### src/inc/sfrb_pkg.sv
package sfrb_pkg;

	////////////////////////////////////////////////////////////////////////////////
	// bus geometry
	localparam int ADDR_W = 12;
	localparam int DATA_W = 32;
	localparam int IDX_W = 8;
	localparam int IDX_LSB = 2;
	localparam int BYTE_W = 8;

	////////////////////////////////////////////////////////////////////////////////
	// register indices; byte address is four times the index
	localparam logic [7:0] IDX_PORT_A_PINS = 8'h05;
	localparam logic [7:0] IDX_CONV_RESULT = 8'h1e;
	localparam logic [7:0] IDX_CONV_CTRL_FIRST = 8'h1f;
	localparam logic [7:0] IDX_INDIRECT_DATA = 8'h80;
	localparam logic [7:0] IDX_OPTIONS = 8'h81;
	localparam logic [7:0] IDX_PC_LOW = 8'h82;
	localparam logic [7:0] IDX_CORE_STATUS = 8'h83;
	localparam logic [7:0] IDX_INDIRECT_PTR = 8'h84;
	localparam logic [7:0] IDX_DIR_A = 8'h85;
	localparam logic [7:0] IDX_DIR_B = 8'h86;
	localparam logic [7:0] IDX_DIR_C = 8'h87;
	localparam logic [7:0] IDX_DIR_D = 8'h88;
	localparam logic [7:0] IDX_DIR_E = 8'h89;
	localparam logic [7:0] IDX_PC_HIGH_BUF = 8'h8a;
	localparam logic [7:0] IDX_INT_CTRL = 8'h8b;
	localparam logic [7:0] IDX_PERIPH_IE = 8'h8c;
	localparam logic [7:0] IDX_POWER_CTRL = 8'h8e;
	localparam logic [7:0] IDX_TMR2_PERIOD = 8'h92;
	localparam logic [7:0] IDX_SLAVE_ADDR = 8'h93;
	localparam logic [7:0] IDX_SERIAL_STATUS = 8'h94;
	localparam logic [7:0] IDX_PIN_CONFIG = 8'h9f;

	////////////////////////////////////////////////////////////////////////////////
	// implemented (writable) bit masks
	localparam logic [7:0] MASK_ALL = 8'hff;
	localparam logic [7:0] MASK_SIX = 8'h3f;
	localparam logic [7:0] MASK_PC_HIGH = 8'h1f;
	localparam logic [7:0] MASK_STATUS_WR = 8'he7;
	localparam logic [7:0] MASK_STATUS_HOLD = 8'h07;
	localparam logic [7:0] MASK_PERIPH_IE = 8'hcf;
	localparam logic [7:0] MASK_POWER = 8'h02;
	localparam logic [7:0] MASK_SERIAL_WR = 8'hc0;
	localparam logic [7:0] MASK_PIN_CONFIG = 8'h07;
	localparam logic [7:0] MASK_INT_FLAGS = 8'h07;
	localparam logic [7:0] MASK_INT_HOLD = 8'h01;
	localparam logic [7:0] ZERO_BYTE = 8'h00;

	////////////////////////////////////////////////////////////////////////////////
	// reset values (unknown bits are taken as zero)
	localparam logic [7:0] RST_OPTIONS = 8'hff;
	localparam logic [7:0] RST_DIR_SIX = 8'h3f;
	localparam logic [7:0] RST_DIR_EIGHT = 8'hff;
	localparam logic [7:0] RST_TMR2_PERIOD = 8'hff;
	localparam logic [7:0] RST_STATUS_POR = 8'h18;
	localparam int STATUS_TO_BIT = 4;
	localparam int STATUS_PD_BIT = 3;
	localparam logic [7:0] RST_PIN_CONFIG = 8'h00;

	////////////////////////////////////////////////////////////////////////////////
	// port a digital masks: all-analog setting leaves only bit 4 digital
	localparam logic [2:0] PIN_CFG_ALL_ANALOG = 3'h0;
	localparam logic [5:0] PORT_A_PINS_DIG_ANALOG = 6'h10;
	localparam logic [5:0] PORT_A_PINS_DIG_ALL = 6'h3f;

	////////////////////////////////////////////////////////////////////////////////
	// indirect access sequencer
	typedef enum logic [1:0] {
		SFRB_IND_IDLE = 2'b00,
		SFRB_IND_REQ = 2'b01,
		SFRB_IND_WAIT = 2'b11,
		SFRB_IND_DONE = 2'b10
	} sfrb_ind_state_type;

	// control values driven to the core and peripherals
	typedef struct packed {
		logic [7:0] options;
		logic [7:0] pc_low;
		logic [7:0] pc_high_buffer;
		logic [7:0] core_status;
		logic [7:0] indirect_ptr;
		logic [7:0] dir_b;
		logic [7:0] dir_c;
		logic [7:0] dir_d;
		logic [7:0] dir_e;
		logic [7:0] int_ctrl;
		logic [7:0] periph_ie;
		logic [7:0] power_ctrl;
		logic [7:0] tmr2_period;
		logic [7:0] slave_addr;
		logic [1:0] serial_ctrl;
		logic [2:0] pin_config;
		logic [7:0] conv_ctrl_first;
	} sfrb_ctrl_type;

	// state reported back by the core and peripherals
	typedef struct packed {
		logic timeout_flag;
		logic power_down_flag;
		logic [2:0] int_events;
		logic [5:0] serial_state;
		logic [7:0] conv_result;
	} sfrb_hw_type;

	// data memory port used by indirect access
	typedef struct packed {
		logic req;
		logic we;
		logic [7:0] addr;
		logic [7:0] wdata;
	} sfrb_mem_type;

endpackage : sfrb_pkg

### src/core/sfrb_indirect.sv
`timescale 1ns/100ps
`default_nettype none

module sfrb_indirect (
	input wire logic pclk,
	input wire logic presetn,
	input wire logic start,
	input wire logic write,
	input wire logic [7:0] wdata,
	input wire logic [7:0] pointer,
	output sfrb_pkg::sfrb_mem_type mem,
	output logic capture,
	output logic done
);

	sfrb_pkg::sfrb_ind_state_type state_q, state_d;
	sfrb_pkg::sfrb_mem_type mem_q, mem_d;

	////////////////////////////////////////////////////////////////////////////////
	// sequencer: request one cycle, memory answers next cycle, then complete
	always_comb begin
		state_d = state_q;
		mem_d = mem_q;
		mem_d.req = 1'b0;
		unique case (state_q)
			sfrb_pkg::SFRB_IND_IDLE: begin
				if (start) begin
					state_d = sfrb_pkg::SFRB_IND_REQ;
					mem_d.req = 1'b1;
					mem_d.we = write;
					mem_d.addr = pointer;
					mem_d.wdata = wdata;
				end
			end
			sfrb_pkg::SFRB_IND_REQ: state_d = sfrb_pkg::SFRB_IND_WAIT;
			sfrb_pkg::SFRB_IND_WAIT: state_d = sfrb_pkg::SFRB_IND_DONE;
			sfrb_pkg::SFRB_IND_DONE: state_d = sfrb_pkg::SFRB_IND_IDLE;
		endcase
	end

	always_ff @(posedge pclk or negedge presetn) begin
		if (!presetn) begin
			state_q <= sfrb_pkg::SFRB_IND_IDLE;
			mem_q <= '0;
		end else begin
			state_q <= state_d;
			mem_q <= mem_d;
		end
	end

	// read data is valid while waiting; the owner samples it then
	assign mem = mem_q;
	assign capture = (state_q == sfrb_pkg::SFRB_IND_WAIT);
	assign done = (state_q == sfrb_pkg::SFRB_IND_DONE);

endmodule : sfrb_indirect

`default_nettype wire

### src/core/sfrb_port_a.sv
`timescale 1ns/100ps
`default_nettype none

module sfrb_port_a #(
	parameter bit HAS_CONVERTER = 1'b1
) (
	input wire logic pclk,
	input wire logic presetn,
	input wire logic warm_reset,
	input wire logic write,
	input wire logic [7:0] wdata,
	input wire logic [5:0] pins,
	input wire logic [2:0] pin_config,
	output logic [5:0] latch,
	output logic [7:0] read_value
);

	logic [5:0] latch_q, latch_d;
	logic [5:0] digital;

	////////////////////////////////////////////////////////////////////////////////
	// output latch; other resets leave it as it was
	always_comb begin
		latch_d = latch_q;
		if (!warm_reset && write) begin
			latch_d = wdata[5:0];
		end
	end

	always_ff @(posedge pclk or negedge presetn) begin
		if (!presetn) begin
			latch_q <= '0;
		end else begin
			latch_q <= latch_d;
		end
	end

	// analog pins read as zero, so after reset only bit 4 shows a pin level when HAS_CONVERTER is set
	always_comb begin
		digital = sfrb_pkg::PORT_A_PINS_DIG_ALL;
		if (HAS_CONVERTER && pin_config == sfrb_pkg::PIN_CFG_ALL_ANALOG) begin
			digital = sfrb_pkg::PORT_A_PINS_DIG_ANALOG;
		end
	end

	assign latch = latch_q;
	assign read_value = {2'b00, pins & digital};

endmodule : sfrb_port_a

`default_nettype wire

### src/core/sfrb_bank1.sv
`timescale 1ns/100ps
`default_nettype none

module sfrb_bank1 #(
	parameter bit HAS_CONVERTER = 1'b1
) (
	input wire logic pclk,
	input wire logic presetn,
	input wire logic warm_reset,
	input wire logic psel,
	input wire logic penable,
	input wire logic pwrite,
	input wire logic [sfrb_pkg::ADDR_W-1:0] paddr,
	input wire logic [sfrb_pkg::DATA_W-1:0] pwdata,
	output logic [sfrb_pkg::DATA_W-1:0] prdata,
	output logic pready,
	output logic pslverr,
	input wire sfrb_pkg::sfrb_hw_type hw,
	input wire logic [5:0] port_a_pins,
	output logic [5:0] port_a_latch,
	output logic [5:0] port_a_direction,
	output sfrb_pkg::sfrb_ctrl_type ctrl,
	output sfrb_pkg::sfrb_mem_type mem,
	input wire logic [7:0] mem_rdata
);

	////////////////////////////////////////////////////////////////////////////////
	// bus decode
	logic [sfrb_pkg::IDX_W-1:0] idx;
	logic addr_ok;
	logic setup;
	logic access;
	logic is_indirect;
	logic wr_en;
	logic [7:0] wbyte;
	logic ind_capture;
	logic ind_done;
	logic port_a_pins_wr;
	logic [7:0] port_a_pins_read;

	// top address bits outside the bank decode as unmapped
	assign idx = paddr[sfrb_pkg::IDX_LSB +: sfrb_pkg::IDX_W];
	assign addr_ok = (paddr[sfrb_pkg::ADDR_W-1:sfrb_pkg::IDX_LSB+sfrb_pkg::IDX_W] == '0);
	assign setup = psel && !penable;
	assign access = psel && penable;
	assign is_indirect = addr_ok && (idx == sfrb_pkg::IDX_INDIRECT_DATA);
	assign wr_en = access && pwrite && addr_ok && !is_indirect;
	assign wbyte = pwdata[sfrb_pkg::BYTE_W-1:0];
	assign port_a_pins_wr = wr_en && (idx == sfrb_pkg::IDX_PORT_A_PINS);

	// plain registers answer at once, indirect ones after the memory round trip
	assign pready = !is_indirect || ind_done;
	assign pslverr = 1'b0;

	////////////////////////////////////////////////////////////////////////////////
	// register state
	logic [7:0] opt_q, opt_d;
	logic [7:0] pcl_q, pcl_d;
	logic [7:0] stat_q, stat_d;
	logic [7:0] ptr_q, ptr_d;
	logic [7:0] dir_a_q, dir_a_d;
	logic [7:0] dir_b_q, dir_b_d;
	logic [7:0] dir_c_q, dir_c_d;
	logic [7:0] dir_d_q, dir_d_d;
	logic [7:0] dir_e_q, dir_e_d;
	logic [7:0] pch_q, pch_d;
	logic [7:0] intc_q, intc_d;
	logic [7:0] pie_q, pie_d;
	logic [7:0] power_control_flags_q, power_control_flags_d;
	logic [7:0] per_q, per_d;
	logic [7:0] sadd_q, sadd_d;
	logic [7:0] sctl_q, sctl_d;
	logic [7:0] pcfg_q, pcfg_d;
	logic [7:0] cctl_q, cctl_d;
	logic [sfrb_pkg::DATA_W-1:0] prdata_q, prdata_d;
	logic [7:0] rd_byte;

	// merge written bits into the old value; bits outside the mask never move
	function automatic logic [7:0] merge(
		input logic [7:0] old,
		input logic [7:0] val,
		input logic [7:0] mask
	);
		merge = (old & ~mask) | (val & mask);
	endfunction : merge

	////////////////////////////////////////////////////////////////////////////////
	// next-value logic for the register file
	always_comb begin
		opt_d = opt_q;
		pcl_d = pcl_q;
		stat_d = stat_q;
		ptr_d = ptr_q;
		dir_a_d = dir_a_q;
		dir_b_d = dir_b_q;
		dir_c_d = dir_c_q;
		dir_d_d = dir_d_q;
		dir_e_d = dir_e_q;
		pch_d = pch_q;
		intc_d = intc_q;
		pie_d = pie_q;
		power_control_flags_d = power_control_flags_q;
		per_d = per_q;
		sadd_d = sadd_q;
		sctl_d = sctl_q;
		pcfg_d = pcfg_q;
		cctl_d = cctl_q;
		if (warm_reset) begin
			// other resets: most fields reload, a few hold their value
			opt_d = sfrb_pkg::RST_OPTIONS;
			pcl_d = sfrb_pkg::ZERO_BYTE;
			stat_d = stat_q & sfrb_pkg::MASK_STATUS_HOLD;
			stat_d[sfrb_pkg::STATUS_TO_BIT] = hw.timeout_flag;
			stat_d[sfrb_pkg::STATUS_PD_BIT] = hw.power_down_flag;
			dir_a_d = sfrb_pkg::RST_DIR_SIX;
			dir_b_d = sfrb_pkg::RST_DIR_EIGHT;
			dir_c_d = sfrb_pkg::RST_DIR_SIX;
			dir_d_d = sfrb_pkg::RST_DIR_EIGHT;
			dir_e_d = sfrb_pkg::RST_DIR_EIGHT;
			pch_d = sfrb_pkg::ZERO_BYTE;
			intc_d = intc_q & sfrb_pkg::MASK_INT_HOLD;
			pie_d = sfrb_pkg::ZERO_BYTE;
			per_d = sfrb_pkg::RST_TMR2_PERIOD;
			sadd_d = sfrb_pkg::ZERO_BYTE;
			sctl_d = sfrb_pkg::ZERO_BYTE;
			pcfg_d = sfrb_pkg::RST_PIN_CONFIG;
			cctl_d = sfrb_pkg::ZERO_BYTE;
		end else begin
			if (wr_en) begin
				unique case (idx)
					sfrb_pkg::IDX_OPTIONS: opt_d = wbyte;
					sfrb_pkg::IDX_PC_LOW: pcl_d = wbyte;
					sfrb_pkg::IDX_CORE_STATUS: begin
						stat_d = merge(stat_q, wbyte, sfrb_pkg::MASK_STATUS_WR);
					end
					sfrb_pkg::IDX_INDIRECT_PTR: ptr_d = wbyte;
					sfrb_pkg::IDX_DIR_A: dir_a_d = merge(dir_a_q, wbyte, sfrb_pkg::MASK_SIX);
					sfrb_pkg::IDX_DIR_B: dir_b_d = wbyte;
					sfrb_pkg::IDX_DIR_C: dir_c_d = merge(dir_c_q, wbyte, sfrb_pkg::MASK_SIX);
					sfrb_pkg::IDX_DIR_D: dir_d_d = wbyte;
					sfrb_pkg::IDX_DIR_E: dir_e_d = wbyte;
					sfrb_pkg::IDX_PC_HIGH_BUF: begin
						pch_d = merge(pch_q, wbyte, sfrb_pkg::MASK_PC_HIGH);
					end
					sfrb_pkg::IDX_INT_CTRL: intc_d = wbyte;
					sfrb_pkg::IDX_PERIPH_IE: begin
						pie_d = merge(pie_q, wbyte, sfrb_pkg::MASK_PERIPH_IE);
					end
					sfrb_pkg::IDX_POWER_CTRL: begin
						power_control_flags_d = merge(power_control_flags_q, wbyte, sfrb_pkg::MASK_POWER);
					end
					sfrb_pkg::IDX_TMR2_PERIOD: per_d = wbyte;
					sfrb_pkg::IDX_SLAVE_ADDR: sadd_d = wbyte;
					sfrb_pkg::IDX_SERIAL_STATUS: begin
						sctl_d = merge(sctl_q, wbyte, sfrb_pkg::MASK_SERIAL_WR);
					end
					sfrb_pkg::IDX_PIN_CONFIG: begin
						if (HAS_CONVERTER) begin
							pcfg_d = merge(pcfg_q, wbyte, sfrb_pkg::MASK_PIN_CONFIG);
						end
					end
					sfrb_pkg::IDX_CONV_CTRL_FIRST: begin
						// bit 1 is stored as written; keeping it clear is up to software
						if (HAS_CONVERTER) begin
							cctl_d = wbyte;
						end
					end
					default: ;
				endcase
			end
			// hardware flag events win over a clear in the same cycle
			intc_d = intc_d | {5'b00000, hw.int_events};
		end
	end

	always_ff @(posedge pclk or negedge presetn) begin
		if (!presetn) begin
			// power-on values differ from those of other resets
			opt_q <= sfrb_pkg::RST_OPTIONS;
			pcl_q <= sfrb_pkg::ZERO_BYTE;
			stat_q <= sfrb_pkg::RST_STATUS_POR;
			ptr_q <= sfrb_pkg::ZERO_BYTE;
			dir_a_q <= sfrb_pkg::RST_DIR_SIX;
			dir_b_q <= sfrb_pkg::RST_DIR_EIGHT;
			dir_c_q <= sfrb_pkg::RST_DIR_SIX;
			dir_d_q <= sfrb_pkg::RST_DIR_EIGHT;
			dir_e_q <= sfrb_pkg::RST_DIR_EIGHT;
			pch_q <= sfrb_pkg::ZERO_BYTE;
			intc_q <= sfrb_pkg::ZERO_BYTE;
			pie_q <= sfrb_pkg::ZERO_BYTE;
			power_control_flags_q <= sfrb_pkg::ZERO_BYTE;
			per_q <= sfrb_pkg::RST_TMR2_PERIOD;
			sadd_q <= sfrb_pkg::ZERO_BYTE;
			sctl_q <= sfrb_pkg::ZERO_BYTE;
			pcfg_q <= sfrb_pkg::RST_PIN_CONFIG;
			cctl_q <= sfrb_pkg::ZERO_BYTE;
		end else begin
			opt_q <= opt_d;
			pcl_q <= pcl_d;
			stat_q <= stat_d;
			ptr_q <= ptr_d;
			dir_a_q <= dir_a_d;
			dir_b_q <= dir_b_d;
			dir_c_q <= dir_c_d;
			dir_d_q <= dir_d_d;
			dir_e_q <= dir_e_d;
			pch_q <= pch_d;
			intc_q <= intc_d;
			pie_q <= pie_d;
			power_control_flags_q <= power_control_flags_d;
			per_q <= per_d;
			sadd_q <= sadd_d;
			sctl_q <= sctl_d;
			pcfg_q <= pcfg_d;
			cctl_q <= cctl_d;
		end
	end

	////////////////////////////////////////////////////////////////////////////////
	// read mux; anything not listed reads zero
	always_comb begin
		rd_byte = sfrb_pkg::ZERO_BYTE;
		if (addr_ok) begin
			unique case (idx)
				sfrb_pkg::IDX_PORT_A_PINS: rd_byte = port_a_pins_read;
				sfrb_pkg::IDX_CONV_RESULT: begin
					rd_byte = HAS_CONVERTER ? hw.conv_result : sfrb_pkg::ZERO_BYTE;
				end
				sfrb_pkg::IDX_CONV_CTRL_FIRST: rd_byte = cctl_q;
				sfrb_pkg::IDX_OPTIONS: rd_byte = opt_q;
				sfrb_pkg::IDX_PC_LOW: rd_byte = pcl_q;
				sfrb_pkg::IDX_CORE_STATUS: rd_byte = stat_q;
				sfrb_pkg::IDX_INDIRECT_PTR: rd_byte = ptr_q;
				sfrb_pkg::IDX_DIR_A: rd_byte = dir_a_q;
				sfrb_pkg::IDX_DIR_B: rd_byte = dir_b_q;
				sfrb_pkg::IDX_DIR_C: rd_byte = dir_c_q;
				sfrb_pkg::IDX_DIR_D: rd_byte = dir_d_q;
				sfrb_pkg::IDX_DIR_E: rd_byte = dir_e_q;
				sfrb_pkg::IDX_PC_HIGH_BUF: rd_byte = pch_q;
				sfrb_pkg::IDX_INT_CTRL: rd_byte = intc_q;
				sfrb_pkg::IDX_PERIPH_IE: rd_byte = pie_q;
				sfrb_pkg::IDX_POWER_CTRL: rd_byte = power_control_flags_q;
				sfrb_pkg::IDX_TMR2_PERIOD: rd_byte = per_q;
				sfrb_pkg::IDX_SLAVE_ADDR: rd_byte = sadd_q;
				sfrb_pkg::IDX_SERIAL_STATUS: rd_byte = sctl_q | {2'b00, hw.serial_state};
				sfrb_pkg::IDX_PIN_CONFIG: rd_byte = pcfg_q;
				default: rd_byte = sfrb_pkg::ZERO_BYTE;
			endcase
		end
	end

	// read data is registered in the setup cycle, or from memory for indirect reads
	always_comb begin
		prdata_d = prdata_q;
		if (ind_capture) begin
			prdata_d = {{(sfrb_pkg::DATA_W-sfrb_pkg::BYTE_W){1'b0}}, mem_rdata};
		end else if (setup) begin
			prdata_d = {{(sfrb_pkg::DATA_W-sfrb_pkg::BYTE_W){1'b0}}, rd_byte};
		end
	end

	always_ff @(posedge pclk or negedge presetn) begin
		if (!presetn) begin
			prdata_q <= '0;
		end else begin
			prdata_q <= prdata_d;
		end
	end

	assign prdata = prdata_q;

	////////////////////////////////////////////////////////////////////////////////
	// indirect access and port a
	sfrb_indirect u_indirect (
		.pclk(pclk),
		.presetn(presetn),
		.start(access && is_indirect && !ind_done),
		.write(pwrite),
		.wdata(wbyte),
		.pointer(ptr_q),
		.mem(mem),
		.capture(ind_capture),
		.done(ind_done)
	);

	sfrb_port_a #(
		.HAS_CONVERTER(HAS_CONVERTER)
	) u_port_a (
		.pclk(pclk),
		.presetn(presetn),
		.warm_reset(warm_reset),
		.write(port_a_pins_wr),
		.wdata(wbyte),
		.pins(port_a_pins),
		.pin_config(pcfg_q[2:0]),
		.latch(port_a_latch),
		.read_value(port_a_pins_read)
	);

	// register contents steer the core and peripherals
	assign port_a_direction = dir_a_q[5:0];
	assign ctrl.options = opt_q;
	assign ctrl.pc_low = pcl_q;
	assign ctrl.pc_high_buffer = pch_q;
	assign ctrl.core_status = stat_q;
	assign ctrl.indirect_ptr = ptr_q;
	assign ctrl.dir_b = dir_b_q;
	assign ctrl.dir_c = dir_c_q;
	assign ctrl.dir_d = dir_d_q;
	assign ctrl.dir_e = dir_e_q;
	assign ctrl.int_ctrl = intc_q;
	assign ctrl.periph_ie = pie_q;
	assign ctrl.power_ctrl = power_control_flags_q;
	assign ctrl.tmr2_period = per_q;
	assign ctrl.slave_addr = sadd_q;
	assign ctrl.serial_ctrl = sctl_q[7:6];
	assign ctrl.pin_config = pcfg_q[2:0];
	assign ctrl.conv_ctrl_first = cctl_q;

endmodule : sfrb_bank1

`default_nettype wire

### config.mk
export PLATFORM = sky130hd
export DESIGN_NAME = sfrb_bank1
export DESIGN_NICKNAME = d
export VERILOG_FILES = /design/src/inc/sfrb_pkg.sv /design/src/core/sfrb_indirect.sv /design/src/core/sfrb_port_a.sv /design/src/core/sfrb_bank1.sv
export SDC_FILE = /design/constraint.sdc
export NUM_CORES = 1
export LEC_CHECK = 0
export BUFFER_PORTS_ARGS = -buffer_cell sky130_fd_sc_hd__buf_2
export CORE_ASPECT_RATIO = 1.5
export CORE_MARGIN = 5
export CORE_UTILIZATION = 52
export CTS_CLUSTER_SIZE = 20
export DETAILED_ROUTE_END_ITERATION = 8
export PLACE_DENSITY = 0.82
export SETUP_SLACK_MARGIN = 0.02
export SLEW_MARGIN = 40
export SYNTH_ARGS = -nofsm -noshare
export SYNTH_HDL_FRONTEND = slang
export SYNTH_HIERARCHICAL = 1
export SYNTH_SLANG_ARGS = --single-unit
### constraint.sdc
create_clock -name pclk -period 2.4 [get_ports pclk]
set_input_delay 0 -clock pclk [delete_from_list [all_inputs] [get_ports pclk]]
set_output_delay 0 -clock pclk [all_outputs]
set_load 0.02 [all_outputs]
Word level (Yosys, flattened, before mapping)
Cells that the tools add are included.
- eq/ne operators: 25
- multiplexer cells: 58
- bitwise operators: 12
- reductions and logical operators: 54
- operators with widths (operator ; count):
    $mux W8 ; 50
    $pmux W8 S20 ; 1
    $eq A8 B8 Y1 const B ; 18
    $mux W32 ; 2
    $mux W18 ; 2
    $reduce_bool A2 Y1 ; 17
    $reduce_and A2 Y1 ; 16
    $or A8 B6 Y8 ; 3
    $eq A8 B5 Y1 const B ; 2
    $or A6 B8 Y8 ; 2
    $or A8 B3 Y8 ; 2
    $logic_and A1 B1 Y1 ; 10
    $reduce_and A3 Y1 ; 3
    $eq A8 B3 Y1 const B ; 1
    $or A5 B8 Y8 ; 1
    $or A8 B2 Y8 ; 1
    $or A8 B5 Y8 ; 1
    $pmux W2 S4 ; 1
    $and A6 B6 Y6 ; 1
    $mux W6 ; 1
    $eq A2 B2 Y1 const B ; 2
    $logic_not A1 Y1 ; 4
    $logic_not A2 Y1 ; 2
    $logic_not A3 Y1 ; 1
    5 further kinds ; 5
- bits in registers: 202
- input bits: 83

Logic depth before layout (Yosys ltp)
- depth after elaboration: 8
- mapped depth: 10
- mapped depth without buffers: 6

Cells and area by module
Netlist, hierarchy kept.
- modules (own cells, without submodules) (module ; times used ; cells an instance ; area each (um2) ; sequential area each (um2)):
    sfrb_bank1 ; 1 ; 733 ; 7213.2 ; 3195.6
    sfrb_indirect ; 1 ; 45 ; 803.3 ; 500.5
    sfrb_port_a ; 1 ; 24 ; 332.8 ; 150.1

Least setup slack after synthesis
Ideal clock, no wire load.
- kind: input -> register
- start point: input paddr[7] in the netlist's numbering
- end point: register u_indirect.mem_q, in the netlist u_indirect/mem[0]
- library setup time: 125 ps
- arrival time: 2117 ps
- setup slack: 158 ps
- stages: 9
- cells stage by stage: or4b_1 buf_2 nor2_2 nand3_1 nor2_1 nor3b_2 buf_6 buf_12 mux2_4
- longest elaborated chain between the ends: 5
- ends and longest elaborated chain (item ; line ; source):
    from (decl) ; sfrb_bank1.sv:13 ; input wire logic [sfrb_pkg::ADDR_W-1:0] paddr,
    $eq A8 B8 Y1 ; sfrb_bank1.sv:46 ; assign is_indirect = addr_ok && (idx == sfrb_pkg::IDX_INDIRECT_DATA);
    $logic_and A1 B1 Y1 ; sfrb_bank1.sv:46 ;
    $logic_and A1 B1 Y1 (2 in a row) ; sfrb_bank1.sv:277 ; .start(access && is_indirect && !ind_done),
    $reduce_and A2 Y1 (no line) ; - ;
    to (signal assigned) ; sfrb_indirect.sv:47 ; mem_q <= mem_d;
    to (decl) ; sfrb_indirect.sv:17 ; sfrb_pkg::sfrb_mem_type mem_q, mem_d;
Every way passes these cells.
A chain may end at the register's enable or synchronous reset.

Worst setup path in the final report
- start point: register intc_q[4]
- end point: register prdata_q, in the netlist prdata[4]
- longest elaborated chain between the ends: 4
- ends and longest elaborated chain (item ; line ; source):
    from (decl) ; sfrb_bank1.sv:67 ; logic [7:0] intc_q, intc_d;
    from (signal assigned) ; sfrb_bank1.sv:189 ; intc_q <= sfrb_pkg::ZERO_BYTE;
    from (signal assigned) ; sfrb_bank1.sv:208 ; intc_q <= intc_d;
    $pmux W8 S20 ; sfrb_bank1.sv:224 ; unique case (idx)
    $mux W8 ; sfrb_bank1.sv:223 ; if (addr_ok) begin
    $mux W32 ; sfrb_bank1.sv:257 ; end else if (setup) begin
    $mux W32 ; sfrb_bank1.sv:255 ; if (ind_capture) begin
    to (signal assigned) ; sfrb_bank1.sv:266 ; prdata_q <= prdata_d;
    to (decl) ; sfrb_bank1.sv:75 ; logic [sfrb_pkg::DATA_W-1:0] prdata_q, prdata_d;
Every way passes these cells. The select of a mux whose other input is x is not followed.

==> results.toml <==
[status]
status = "finished, final reports clean"

[floorplan]
io_pins = 272
row_count = 56
die-area_um2 = 18700
start_util_pct = 53.2
die_w_um = 113
core-area_um2 = 15700
die_h_um = 165

[setup_path]
start_kind = "flop"
crit_arrival_ns = 2.50
worstReg2RegStart = "intc_q[4]$_DFFE_PN0P_"
reg2regPathDepth = 6
crit_path_end_kind = "flop"
critical_path.startpoint = "intc_q[4]$_DFFE_PN0P_"
worst-setup-path-type = "reg -> reg"
path_max_fanout = 3
worstPathRequired_ns = 2.68

[sta]
maxSlewViolCount = 0
skew_ns = 0.0130
max_freq_ghz = 0.449
setup_viol = 0
period_share_pct = 92.8
rsz0062_at_grt = "false"
fin_setup_tns_ns = 0
fin_crit_ns = 2.23
worstMarginPinSlew_ns = 0.708
finalHoldViolations = 0
slew_headroom_pct = 51.6

[synthesis]
ys_top_cells_by_area = "dfrtp_1 (29%), dfstp_2 (17%), mux2i_1 (5.4%), a211o_1 (4.6%), nor2b_1 (4.6%)"
synth_cell_type_count = 74
synth_edf_count = 0
synthFlopType = "dfrtp_1"
synthTopCellsByCount = "dfrtp_1 (97), nand2_1 (63), nor2_1 (61), nor2b_1 (61), dfstp_2 (54)"
synth_area_um2 = 8350
ys_ff_latch = 151
synth_cells = 802
post-synth-top-area-cell = "dfrtp_1"
syn_avg_cell_area_um2 = 10.4
synth-seq-area-share_pct = 46.1
synthArstFlopShare_pct = 100
ys_warn_count = 6
post-synth-top-count-cell = "dfrtp_1"
synth_top_area_share_pct = 29.1

[hold_path]
whs_path_depth = 3
hold_path_class = "in -> reg"
holdCritStartpoint = "hw[9]"

[pwr]
clkPwrFrac_pct = 47.5
p_int_uw = 4290
power_density_nw_per_um2 = 565
p_sw_uw = 1610
swShare_pct = 27.2
comb_power_share_pct = 8.9
seqPwrFrac_pct = 43.6
peakVddDrop_mv = 0.403
power.total_uw = 5900
cellLeakagePower_uw = 0.00469

[clock_tree]
htreeDepth = 4
clkLatencyLatePin_ns = 0.43
clockBufferDepth = 2
cts-root-buf = "clkbuf_16"
clk_pin_slew_ns = 0.07
cts-resized-gates = 0
cts_tree = "yes"
cts-buffers-inserted = 17
post-cts-setup-buffers = 0
cts_sinks = 151

[routing]
routed_via_density = 6.25
finalWirelength_um = 31400
via_count = 7828
final_antenna_net_count = 0
first_pass_iters = 6
drtIter0Drc = 656
routedWlPerCell_um = 25.0
drc_errors = 0

[final_layout]
drive_above_1_share_pct = 39.9
final_cell_area_um2 = 10500
area_growth_pct = 25.2
finalNonFillerCells = 1253
antenna_cells = 0
final_nets = 1120

[placed_design]
place_area_um2 = 9660
dp_hpwl_um = 22900
post-place-cells = 1203
portBuffers = 206
place_congestion = 1.03

[global_routing]
antenna_found_initial = 0
grt_pass1_wl_um = 46600
grt_start_max_net_pins = 73
grt_usage_pct = 33.2
grt_pass1_vias = 7928
grt-ovfl-total = 0

[flow_run]
drv_cap = 0
-- cell families (layout without fill, tap and decap cells) --
logic type | Yosys count | count (layout) | share of synthesized area, %
other | 2 | 41 | 0.0899
multiplexers | 88 | 88 | 12.5
AO/OA/AOI/OAI | 181 | 181 | 16.0
AND/OR/NAND/NOR | 272 | 272 | 17.8
buffers and inverters | 108 | 317 | 7.57
flip-flops | 151 | 151 | 46.1
-- routing by layer --
layer,track usage [%],share of wire [%]
met1,38.8,34
met2,54.1,48
met3,6.45,9.2
met4,24.4,8.5
met5,0,0
-- final timing paths --
path | endpoint | slack, ns
max | prdata[4]$_DFFE_PN0P_ | 0.17
min | prdata[1]$_DFFE_PN0P_ | 0.03
max reg2reg | prdata[4]$_DFFE_PN0P_ | 0.17
min reg2reg | dir_b_q[5]$_DFFE_PN1P_ | 0.50
max in group asynchronous | stat_q[4]$_DFFE_PN1P_ | 1.41
min in group asynchronous | u_indirect/mem[15]$_DFFE_PN0P_ | 0.14
-- flip-flops by register name, indices dropped and copies added, names as in the netlist, 8 cells and up --
name	count
dir_d_q	8
sadd_q	8
ptr_q	8
intc_q	8
u_indirect/mem	18
dir_e_q	8
dir_b_q	8
prdata	8
stat_q	8
opt_q	8
per_q	8
cctl_q	8
pcl_q	8
-- power by group through the flow --
stage | logic (uW) | registers, uW | clock network, uW
floorplan | 289 | 2620 | 0
finish | 526 | 2570 | 2810
global route | 555 | 2570 | 2930
detailed placement | 487 | 2610 | 0
global placement | 486 | 2610 | 0
CTS | 512 | 2570 | 2820
-- placed cells by master, fill, tap and decap left out, drive strengths merged, types with 6 or more instances in the layout --
cell         count
dfstp           54
inv             12
a22oi           22
a32oi            7
mux2            41
a211o           44
nor2b           62
dfrtp           97
a22o             6
o21ai           29
nand3b           9
nor4             8
buf            263
nor2            66
clkbuf          17
nor3            13
mux2i           45
dlygate4sd3     18
conb            41
a21oi           34
nand2           66
nand3           19
-- critical path, stage by stage (launching register included) --
cell	delay, ns
dfrtp_1	0.43
mux2i_1	0.24
nor3_1	0.08
a31oi_1	0.22
o221ai_1	0.21
a2111oi_0	0.69
o221ai_1	0.20
-- layout make-up --
| cell class | instances | area, um^2 |
|---|---|---|
| Multi-Input combinational cell | 582 | 4040 |
| Inverter | 4 | 15.0 |
| Tap cell | 203 | 254 |
| Sequential cell | 151 | 3850 |
| Clock buffer | 17 | 425 |
| Timing Repair Buffer | 281 | 1700 |
| Fill cell | 1251 | 5240 |
| Clock inverter | 15 | 180 |
-- per-stage QoR --
stage	setup slack, ns	hold WS (ns)	utilization [%]
CTS	0.246	0.0188	66.6
finish	0.173	0.0322	66.6
global placement	0.146	0.0462	61.6
global route	0.135	0.0258	66.6
detailed placement	0.0751	0.0467	61.6
floorplan	0.158	-0.296	-
-- what timing repair did --
| action | 4_1_cts | 5_1_grt |
|---|---|---|
| endpoints found under the hold margin | 84 | 0 |
| endpoints found under the setup margin | 0 | 0 |
| hold buffers | 18 | 0 |
No activity file was read; power rests on OpenSTA's default activity.
